**src/core/lpsc_consts.svh**
```systemverilog
// Constants of the line printer status and control block.
// Assumes inclusion by core modules only; definitions only.
`ifndef LPSC_CONSTS_SVH
`define LPSC_CONSTS_SVH
`define LPSC_ST_READY 0
`define LPSC_ST_BUSY 1
`define LPSC_ST_INT 2
`define LPSC_ST_DATA 3
`define LPSC_ST_EOP 4
`define LPSC_ST_ALARM 5
`define LPSC_ST_ERROR 6
`define LPSC_ST_PROT 7
`define LPSC_ST_IMAGE 8
`define LPSC_FN_CLEAR 0
`define LPSC_FN_CLRINT 1
`define LPSC_FN_RQDATA 2
`define LPSC_FN_RQEOP 3
`define LPSC_FN_RQALARM 4
`define LPSC_FN_PRINT 5
`define LPSC_CC_VFC 6
`define LPSC_EQ_LSB 7
`define LPSC_EQ_MSB 10
`define LPSC_W_LSB 11
`define LPSC_W_MSB 15
`define LPSC_IMAGE_CHARS 9'h0120
`define LPSC_FIFO_DEPTH 4
`define LPSC_DATA_W 8
`endif

```
**src/core/lpsc_pkg.sv**
```systemverilog
// Types of the line printer status and control block.
// Assumes lpsc_consts.svh for the character width.
`include "lpsc_consts.svh"
package lpsc_pkg;
  typedef logic [15:0] lpsc_word_t;
  typedef logic [`LPSC_DATA_W-1:0] lpsc_char_t;
  typedef enum logic [3:0] {
    LPSC_SP_NONE = 4'h0,
    LPSC_SP_ONE = 4'h1,
    LPSC_SP_TWO = 4'h2,
    LPSC_SP_THREE = 4'h3
  } lpsc_space_t;
  typedef enum logic [3:0] {
    LPSC_S_IDLE = 4'b0001,
    LPSC_S_STROBE = 4'b0010,
    LPSC_S_WAIT_ACK = 4'b0100,
    LPSC_S_WAIT_REQ = 4'b1000
  } lpsc_state_t;
endpackage

```
**src/core/lpsc_stream_if.sv**
```systemverilog
// Valid/ready character stream between the controller and its FIFO.
// Assumes a single clock domain.
`timescale 1ns/1ps
`default_nettype none
interface lpsc_stream_if;
  logic valid;
  logic ready;
  logic [7:0] data;
  modport src (output valid, output data, input ready);
  modport snk (input valid, input data, output ready);
endinterface
`default_nettype wire

```
**src/core/lpsc_fifo.sv**
```systemverilog
// Small FIFO for characters bound for the printer.
// Assumes one clock, synchronous active-low reset.
`timescale 1ns/1ps
`default_nettype none
module lpsc_fifo #(
  parameter int WIDTH = 8,
  parameter int DEPTH = 4
) (
  input wire logic clk,
  input wire logic reset_n,
  input wire logic in_valid,
  input wire logic [WIDTH-1:0] in_data,
  output logic in_ready,
  output logic out_valid,
  output logic [WIDTH-1:0] out_data,
  input wire logic out_ready
);
  localparam int AW = $clog2(DEPTH);
  logic [WIDTH-1:0] mem [DEPTH];
  logic [AW-1:0] wr_reg;
  logic [AW-1:0] rd_reg;
  logic [AW:0] cnt_reg;
  logic push;
  logic pop;
  assign in_ready = (cnt_reg != (AW+1)'(DEPTH));
  assign out_valid = (cnt_reg != '0);
  assign out_data = mem[rd_reg];
  assign push = in_valid && in_ready;
  assign pop = out_valid && out_ready;
  always_ff @(posedge clk) begin
    if (push) begin
      mem[wr_reg] <= in_data;
    end
  end
  always_ff @(posedge clk) begin
    if (!reset_n) begin
      wr_reg <= '0;
      rd_reg <= '0;
      cnt_reg <= '0;
    end else begin
      if (push) begin
        wr_reg <= (wr_reg == AW'(DEPTH-1)) ? '0 : wr_reg + 1'b1;
      end
      if (pop) begin
        rd_reg <= (rd_reg == AW'(DEPTH-1)) ? '0 : rd_reg + 1'b1;
      end
      cnt_reg <= cnt_reg + (AW+1)'(push) - (AW+1)'(pop);
    end
  end
endmodule
`default_nettype wire

```
**src/core/lpsc_top.sv**
```systemverilog
// Line printer controller: status word, director functions, data path.
// Assumes host channel signals synchronous to clk; one request per timing pulse.
`timescale 1ns/1ps
`default_nettype none
`include "lpsc_consts.svh"
module lpsc_top (
  input wire logic clk,
  input wire logic reset_n,
  input wire logic channel_timing_pulse,
  input wire logic host_read,
  input wire logic host_write,
  input wire logic program_protect,
  input wire lpsc_pkg::lpsc_word_t host_q,
  input wire lpsc_pkg::lpsc_word_t host_a,
  input wire logic protect_jumper,
  input wire logic [3:0] equip_jumper,
  input wire logic lp_ready,
  input wire logic lp_line_ready,
  input wire logic lp_char_request,
  input wire logic lp_parity_error,
  input wire logic lp_sync_compare_error,
  input wire logic lp_alarm,
  input wire logic lp_image_mode,
  input wire logic lp_paper_moving,
  input wire logic lp_wide_model,
  output logic host_reply,
  output logic host_reject,
  output lpsc_pkg::lpsc_word_t host_data_out,
  output logic host_data_oe,
  output logic [7:0] lp_data,
  output logic lp_parity,
  output logic lp_control_bit,
  output logic lp_strobe,
  output logic lp_buffer_clear,
  output logic irq_eop,
  output logic irq_common,
  output logic irq_data,
  output logic irq_alarm,
  output logic [3:0] cc_spacing,
  output logic [3:0] cc_channel,
  output logic cc_vfc
);
  import lpsc_pkg::*;

  function automatic logic is_control_transfer(input logic first, input logic wr);
    return first && wr;
  endfunction

  logic equipment_selected_flop;
  logic sel_next;
  logic prot_ok;
  logic fcn;
  logic wdta;
  logic status_rd;
  logic illegal;
  logic data_reg;
  logic eop_reg;
  logic alarm_reg;
  logic error_reg;
  logic hard_err_reg;
  logic busy_reg;
  logic ccbusy_reg;
  logic cc_sent_reg;
  logic first_char_reg;
  logic rq_data_reg;
  logic rq_eop_reg;
  logic rq_alarm_reg;
  logic line_rdy_d_reg;
  logic halt_reg;
  logic [8:0] image_cnt_reg;
  logic wd_ok;
  logic fn_ok;
  logic clear_controller_directive;
  logic clri;
  logic print_go;
  logic xfer;
  logic do_wd;
  logic line_rise;
  logic int_any;
  logic busy_any;
  lpsc_word_t status;
  lpsc_state_t st_reg;
  logic [1:0] stb_cnt_reg;
  logic fifo_out_valid;
  logic fifo_in_ready;
  logic [8:0] fifo_out;
  logic fifo_pop;

  // Protect jumper absent means protected
  assign prot_ok = protect_jumper || program_protect;
  assign sel_next = (host_q[`LPSC_EQ_MSB:`LPSC_EQ_LSB] == equip_jumper)
    && (host_q[`LPSC_W_MSB:`LPSC_W_LSB] == 5'h0_0) && (host_read || host_write);
  always_ff @(posedge clk) begin
    if (!reset_n) begin
      equipment_selected_flop <= 1'b0;
    end else begin
      equipment_selected_flop <= channel_timing_pulse && sel_next;
    end
  end

  assign fcn = equipment_selected_flop && host_write && host_q[0];
  assign wdta = equipment_selected_flop && host_write && !host_q[0];
  assign status_rd = equipment_selected_flop && host_read && host_q[0];
  assign illegal = equipment_selected_flop && host_read && !host_q[0];
  // Any busy cause refuses data writes and print, not only the print cycle
  assign busy_any = busy_reg || ccbusy_reg || hard_err_reg;
  assign wd_ok = prot_ok && data_reg && lp_ready && !busy_any && lp_line_ready
    && !halt_reg && fifo_in_ready;
  assign fn_ok = prot_ok && (!host_a[`LPSC_FN_PRINT] || (lp_ready && !busy_any && data_reg));
  assign do_wd = wdta && wd_ok;
  assign clear_controller_directive = fcn && fn_ok && host_a[`LPSC_FN_CLEAR];
  assign clri = fcn && fn_ok && (host_a[`LPSC_FN_CLRINT] || host_a[`LPSC_FN_CLEAR]);
  assign print_go = fcn && fn_ok && host_a[`LPSC_FN_PRINT];
  assign xfer = do_wd || print_go;
  assign line_rise = lp_line_ready && !line_rdy_d_reg;

  always_ff @(posedge clk) begin
    if (!reset_n) begin
      host_reply <= 1'b0;
      host_reject <= 1'b0;
      host_data_out <= '0;
      host_data_oe <= 1'b0;
    end else begin
      host_reply <= status_rd || do_wd || (fcn && fn_ok);
      host_reject <= illegal || (wdta && !wd_ok) || (fcn && !fn_ok);
      host_data_out <= status_rd ? status : '0;
      host_data_oe <= status_rd;
    end
  end

  // Data flag follows character request; a transfer or print drops it
  always_ff @(posedge clk) begin
    if (!reset_n) begin
      data_reg <= 1'b0;
      // Idle level of line ready is high; avoids a false edge after reset
      line_rdy_d_reg <= 1'b1;
    end else begin
      line_rdy_d_reg <= lp_line_ready;
      if (clear_controller_directive || xfer) begin
        data_reg <= 1'b0;
      end else if (lp_char_request && st_reg == LPSC_S_IDLE && !fifo_out_valid) begin
        data_reg <= 1'b1;
      end
    end
  end

  // Line-ready edge beats a same-cycle clear so the event is kept
  always_ff @(posedge clk) begin
    if (!reset_n) begin
      eop_reg <= 1'b0;
    end else if (line_rise) begin
      eop_reg <= 1'b1;
    end else if (clear_controller_directive || xfer) begin
      eop_reg <= 1'b0;
    end
  end

  always_ff @(posedge clk) begin
    if (!reset_n) begin
      alarm_reg <= 1'b0;
    end else if (lp_alarm || lp_parity_error || lp_sync_compare_error) begin
      alarm_reg <= 1'b1;
    end else if (clear_controller_directive || xfer) begin
      alarm_reg <= 1'b0;
    end
  end

  always_ff @(posedge clk) begin
    if (!reset_n) begin
      error_reg <= 1'b0;
      hard_err_reg <= 1'b0;
    end else begin
      if (lp_parity_error) begin
        error_reg <= 1'b1;
      end else if (clear_controller_directive || xfer) begin
        error_reg <= 1'b0;
      end
      if (lp_wide_model && lp_sync_compare_error) begin
        hard_err_reg <= 1'b1;
      end else if (clear_controller_directive) begin
        hard_err_reg <= 1'b0;
      end
    end
  end

  always_ff @(posedge clk) begin
    if (!reset_n) begin
      halt_reg <= 1'b0;
      image_cnt_reg <= '0;
    end else begin
      if (lp_wide_model && lp_image_mode && lp_parity_error) begin
        halt_reg <= 1'b1;
      end else if (clear_controller_directive) begin
        halt_reg <= 1'b0;
      end
      if (clear_controller_directive || !lp_image_mode) begin
        image_cnt_reg <= '0;
      end else if (do_wd && image_cnt_reg != `LPSC_IMAGE_CHARS) begin
        image_cnt_reg <= image_cnt_reg + 9'h001;
      end
    end
  end

  // Busy runs from print accept until line ready returns
  always_ff @(posedge clk) begin
    if (!reset_n) begin
      busy_reg <= 1'b0;
    end else if (print_go) begin
      busy_reg <= 1'b1;
    end else if (clear_controller_directive || line_rise) begin
      busy_reg <= 1'b0;
    end
  end

  // Control character tracking: first write after print is control
  always_ff @(posedge clk) begin
    if (!reset_n) begin
      first_char_reg <= 1'b1;
      cc_sent_reg <= 1'b0;
      ccbusy_reg <= 1'b0;
    end else begin
      if (print_go || clear_controller_directive) begin
        first_char_reg <= 1'b1;
      end else if (do_wd) begin
        first_char_reg <= 1'b0;
      end
      // Printer moves paper without busy; only a following clear exposes it
      cc_sent_reg <= is_control_transfer(first_char_reg, do_wd) ? 1'b1
        : ((fcn || do_wd) ? 1'b0 : cc_sent_reg);
      if (clear_controller_directive && cc_sent_reg && lp_paper_moving) begin
        ccbusy_reg <= 1'b1;
      end else if (!lp_paper_moving) begin
        ccbusy_reg <= 1'b0;
      end
    end
  end

  always_ff @(posedge clk) begin
    if (!reset_n) begin
      cc_spacing <= LPSC_SP_NONE;
      cc_channel <= 4'h0;
      cc_vfc <= 1'b0;
    end else if (is_control_transfer(first_char_reg, do_wd)) begin
      if (host_a[`LPSC_CC_VFC] && host_a[3:2] != 2'b11) begin
        cc_vfc <= 1'b1;
        cc_channel <= host_a[3:0];
        cc_spacing <= LPSC_SP_NONE;
      end else begin
        cc_vfc <= 1'b0;
        cc_channel <= 4'h0;
        cc_spacing <= lpsc_space_t'({2'b00, host_a[1:0]});
      end
    end
  end

  // Requests set on the accepted write; for all three, set beats a same-cycle clear
  always_ff @(posedge clk) begin
    if (!reset_n) begin
      rq_data_reg <= 1'b0;
      rq_eop_reg <= 1'b0;
      rq_alarm_reg <= 1'b0;
    end else begin
      if (fcn && fn_ok && host_a[`LPSC_FN_RQDATA]) begin
        rq_data_reg <= 1'b1;
      end else if (clri) begin
        rq_data_reg <= 1'b0;
      end
      if (fcn && fn_ok && host_a[`LPSC_FN_RQEOP]) begin
        rq_eop_reg <= 1'b1;
      end else if (clri) begin
        rq_eop_reg <= 1'b0;
      end
      if (fcn && fn_ok && host_a[`LPSC_FN_RQALARM]) begin
        rq_alarm_reg <= 1'b1;
      end else if (clri) begin
        rq_alarm_reg <= 1'b0;
      end
    end
  end

  assign int_any = (rq_data_reg && data_reg) || (rq_eop_reg && eop_reg)
    || (rq_alarm_reg && alarm_reg);

  always_comb begin
    status = '0;
    status[`LPSC_ST_READY] = lp_ready;
    status[`LPSC_ST_BUSY] = busy_any;
    status[`LPSC_ST_INT] = int_any;
    status[`LPSC_ST_DATA] = data_reg;
    status[`LPSC_ST_EOP] = eop_reg;
    status[`LPSC_ST_ALARM] = alarm_reg;
    status[`LPSC_ST_ERROR] = error_reg || hard_err_reg;
    status[`LPSC_ST_PROT] = !protect_jumper;
    status[`LPSC_ST_IMAGE] = lp_wide_model && lp_image_mode
      && image_cnt_reg != `LPSC_IMAGE_CHARS;
  end

  always_ff @(posedge clk) begin
    if (!reset_n) begin
      irq_eop <= 1'b0;
      irq_data <= 1'b0;
      irq_alarm <= 1'b0;
      irq_common <= 1'b0;
      lp_buffer_clear <= 1'b0;
    end else begin
      irq_eop <= rq_eop_reg && eop_reg;
      irq_data <= rq_data_reg && data_reg;
      irq_alarm <= rq_alarm_reg && alarm_reg;
      irq_common <= int_any;
      lp_buffer_clear <= clear_controller_directive;
    end
  end

  lpsc_stream_if wr_s ();
  assign wr_s.valid = xfer;
  assign wr_s.data = host_a[7:0];
  assign wr_s.ready = fifo_in_ready;

  // Print rides the same queue as a tagged entry so order is preserved
  lpsc_fifo #(.WIDTH(9), .DEPTH(`LPSC_FIFO_DEPTH)) u_fifo (
    .clk(clk),
    .reset_n(reset_n),
    .in_valid(wr_s.valid),
    .in_data({print_go, print_go ? 8'h00 : wr_s.data}),
    .in_ready(fifo_in_ready),
    .out_valid(fifo_out_valid),
    .out_data(fifo_out),
    .out_ready(fifo_pop)
  );

  assign fifo_pop = (st_reg == LPSC_S_IDLE) && fifo_out_valid && lp_char_request;

  // Strobe sequencer; printer back-pressure via character request stalls the FIFO
  always_ff @(posedge clk) begin
    if (!reset_n) begin
      st_reg <= LPSC_S_IDLE;
      stb_cnt_reg <= '0;
      lp_data <= '0;
      lp_parity <= 1'b0;
      lp_control_bit <= 1'b0;
      lp_strobe <= 1'b0;
    end else begin
      unique case (st_reg)
        LPSC_S_IDLE: begin
          if (fifo_pop) begin
            lp_data <= fifo_out[7:0];
            lp_parity <= ~^fifo_out[7:0];
            lp_control_bit <= fifo_out[8];
            stb_cnt_reg <= 2'h3;
            st_reg <= LPSC_S_STROBE;
          end
        end
        LPSC_S_STROBE: begin
          if (stb_cnt_reg == 2'h0) begin
            lp_strobe <= 1'b1;
            st_reg <= LPSC_S_WAIT_ACK;
          end else begin
            stb_cnt_reg <= stb_cnt_reg - 2'h1;
          end
        end
        LPSC_S_WAIT_ACK: begin
          if (!lp_char_request) begin
            lp_strobe <= 1'b0;
            st_reg <= LPSC_S_WAIT_REQ;
          end
        end
        LPSC_S_WAIT_REQ: begin
          if (lp_char_request) begin
            lp_control_bit <= 1'b0;
            st_reg <= LPSC_S_IDLE;
          end
        end
        default: begin
          st_reg <= LPSC_S_IDLE;
        end
      endcase
    end
  end
endmodule
`default_nettype wire

```
**config.mk**
```make
export PLATFORM = sky130hd
export DESIGN_NAME = lpsc_top
export DESIGN_NICKNAME = d
export VERILOG_FILES = /design/src/core/lpsc_pkg.sv /design/src/core/lpsc_stream_if.sv /design/src/core/lpsc_fifo.sv /design/src/core/lpsc_top.sv
export VERILOG_INCLUDE_DIRS = /design/src /design/src/core
export SDC_FILE = /design/constraint.sdc
export NUM_CORES = 1
export LEC_CHECK = 0
export BUFFER_PORTS_ARGS = -buffer_cell sky130_fd_sc_hd__buf_2
export CORE_UTILIZATION = 40
export CTS_CLUSTER_SIZE = 14
export DETAILED_ROUTE_END_ITERATION = 12
export SLEW_MARGIN = 20
export SYNTH_ARGS = -nofsm -noshare
export SYNTH_HDL_FRONTEND = slang
export SYNTH_SLANG_ARGS = --single-unit
```
**constraint.sdc**
```tcl
create_clock -name clk -period 3.1 [get_ports clk]
set_input_delay 0.465 -clock clk [delete_from_list [all_inputs] [get_ports clk]]
set_output_delay 0.465 -clock clk [all_outputs]
set_load 0.02 [all_outputs]
```
==> reports/metrics.yaml <==
synthTopCellsByArea: "dfxtp_1 (33%), edfxtp_1 (24%), mux4_2 (4.5%)"
floorplan.die_area_mm2: 0.0118
report.final.setup_viol: 0
finalCritPeriodShare: 0.779
postCtsResizedCells: 0
maxCapViolations: 0
fin_skew_ps: 5.57
timing.final.max_slew_violations: 0
path_buf_inv: 1
clk_path_buf_depth: 2
dpl_cell_area_mm2: 0.00501
dp_hpwl_um: 6600
cp.depth: 7
synth-edff-count: 36
antenna_left: 0
synth.cell_area_mm2: 0.00454
ir_worst_vdd_mv: 0.400
power-per-cell-area_mw_per_mm2: 668
drc: 0
r2r_end: "u_fifo.cnt_reg[1]"
synthFlopType: "dfxtp_1"
starting_drc_count_in_detailed_routing: 163
ctsRootBufferMaster: "clkbuf_16"
timing.final.crit_period_ps: 2420
die_wd_um: 109
postSynth.asyncResetShare: 0
std_cell_rows: 38
router_iterations_before_antenna_repair: 4
count_of_warnings_emitted_by_yosys: 0
routed_wire_length_per_instance_um: 14.4
synth_most_common_cell: "dfxtp_1"
fmax_mhz: 414
globalRouteTotalUtil: 0.166
syn_inst: 412
synth_sequential_area_ratio: 0.564
holdBufCountCts: 0
finalHoldViolCount: 0
grt_antenna_before_repair: 0
static-leakage-power_nw: 2.07
max_slew.worst_pin.slew_ps: 598
outcome: "complete, no violations"
worst-r2r-setup-slack_ps: 680
yosys.area.top_type_share: 0.326
cp_data_arrival_time_ps: 2660
crit_path_cell_trace: "or3_4 -> a311oi_4 -> buf_4 -> o21a_1 -> ha_1 -> fa_1 -> and2_1"
hp-class: "in2reg"
drt-total-wl_um: 9030
design.final.nets: 547
critPathLaunchType: "register"
gp_congestion: 0.796
critical_path.top_delay_family: "adder cells"
grt_pass1_wl_um: 14700
syn_area_per_cell_um2: 11.0
grt_start_max_net_pins: 23
slew_headroom: 0.601
die_height_um: 109
slowest_stage: "or3_4"
clock_sinks: 110
fp.coreArea_mm2: 0.0109
finish.instance_area_mm2: 0.00534
largest_reg_flops: 36
worst_setup_hold_path_clk_slew_ps: 70
drt-vias-per-instance: 5.06
initial_utilization: 0.415
max_stage_delay_ps: 400
synth_area_leader_cell: "dfxtp_1"
timing.critical_path.fanout_max: 10
num_vias: 3183
ys_seq_elements: 110
critPathCaptureType: "register"
grt-ovfl-total: 0
worst_reg2reg_path_startpoint: "ccbusy_reg"
area_growth_pct: 17.5
cts_buffers: 9
post_cts.repair.setup_buffers: 0
most_instantiated_cells_after_synthesis: "dfxtp_1 (74), nand2_1 (42), edfxtp_1 (36)"
worst-r2r-cell-count: 7
clock_insertion_delay_worst_skew_ps: 350
rsz_0062_raised_after_global_routing: "false"
synthDistinctLibCells: 55
port-buffer-count: 72
cts.htree.levels: 3
criticalPathCategory: "reg2reg"
startpoint: "ccbusy_reg"
antenna-diode-count: 0
worst-endpoint-required_ps: 3340
finalSetupTns_ps: 0
fin_hold_ws_ps: 273
final_layout_size_suffix_gt1_frac: 0.217
cts_tree: "done"
design.portCount: 96
worst_setup_path_endpoint: "u_fifo.cnt_reg[1]"
grt_pass1_vias: 2995
[placed cells by master (no fill, tap or decap), drive strengths merged, types with 3 or more instances in the layout]
master	netlist	layout
a21oi	32	32
and2	19	19
and3	10	10
buf	14	77
bufinv	0	3
clkbuf	10	11
conb	1	9
dfxtp	74	74
edfxtp	36	36
ha	10	10
inv	16	16
mux4	9	9
nand2	42	42
nand2b	5	5
nand3	15	15
nand3b	4	4
nand4	12	12
nor2	26	26
nor3	7	7
nor4b	3	3
o21ai	11	11
or3	5	5
xnor2	13	13
xor2	5	5
[worst min path at each step]
stage,start,end,slack [ps],depth (start not counted)
3_5_place_dp,lp_data[0],lp_data[0],440,2
2_1_floorplan,error_reg,host_data_out[6],440,2
3_3_place_gp,lp_data[5],lp_data[5],440,2
6_report,host_q[15],equipment_selected_flop,270,2
5_1_grt,host_q[15],equipment_selected_flop,260,2
4_1_cts,host_q[15],equipment_selected_flop,260,2
[cell families (layout without fill, tap and decap cells)]
group,Yosys count,count (layout),share of synthesized area
adder cells (fa/ha/maj),11,11,0.0319
AND/OR/NAND/NOR,158,158,0.188
multiplexers,11,11,0.0490
XOR/XNOR,18,18,0.0347
AO/OA/AOI/OAI,63,63,0.0879
flip-flops,110,110,0.564
buffers and inverters,40,109,0.0438
other,1,9,0.000825
[where the power goes]
| part | switching (mW) | internal (mW) |
|---|---|---|
| registers | 0.0968 | 1.58 |
| logic | 0.331 | 0.290 |
| clock network | 0.486 | 0.786 |
[layer usage]
layer,track usage,up-vias,share of wire
met5,0,-,0
li1,-,1592,-
met1,0.225,1519,0.48
met3,0.0440,10,0.043
met4,0.0666,0,0.015
met2,0.252,62,0.46
[through the flow]
stage / setup slack, ps / total power [mW] / std cells / utilization
final: 684 / 3.57 / 629 / 0.488
after CTS: 679 / 3.61 / 629 / 0.488
after detailed placement: 671 / 2.34 / 613 / 0.458
after global placement: 702 / 2.32 / 613 / 0.458
after floorplan: 488 / 2.17 / 420 / -
after global routing: 599 / 3.76 / 629 / 0.488
[layout make-up]
| cell class | count | area, um^2 |
|---|---|---|
| Inverter | 16 | 60.1 |
| Timing Repair Buffer | 77 | 398 |
| Fill cell | 1012 | 5600 |
| Tap cell | 140 | 175 |
| Clock buffer | 11 | 233 |
| Clock inverter | 5 | 98.8 |
| Multi-Input combinational cell | 270 | 1810 |
| Sequential cell | 110 | 2560 |
(Power assumes the default switching activity.)
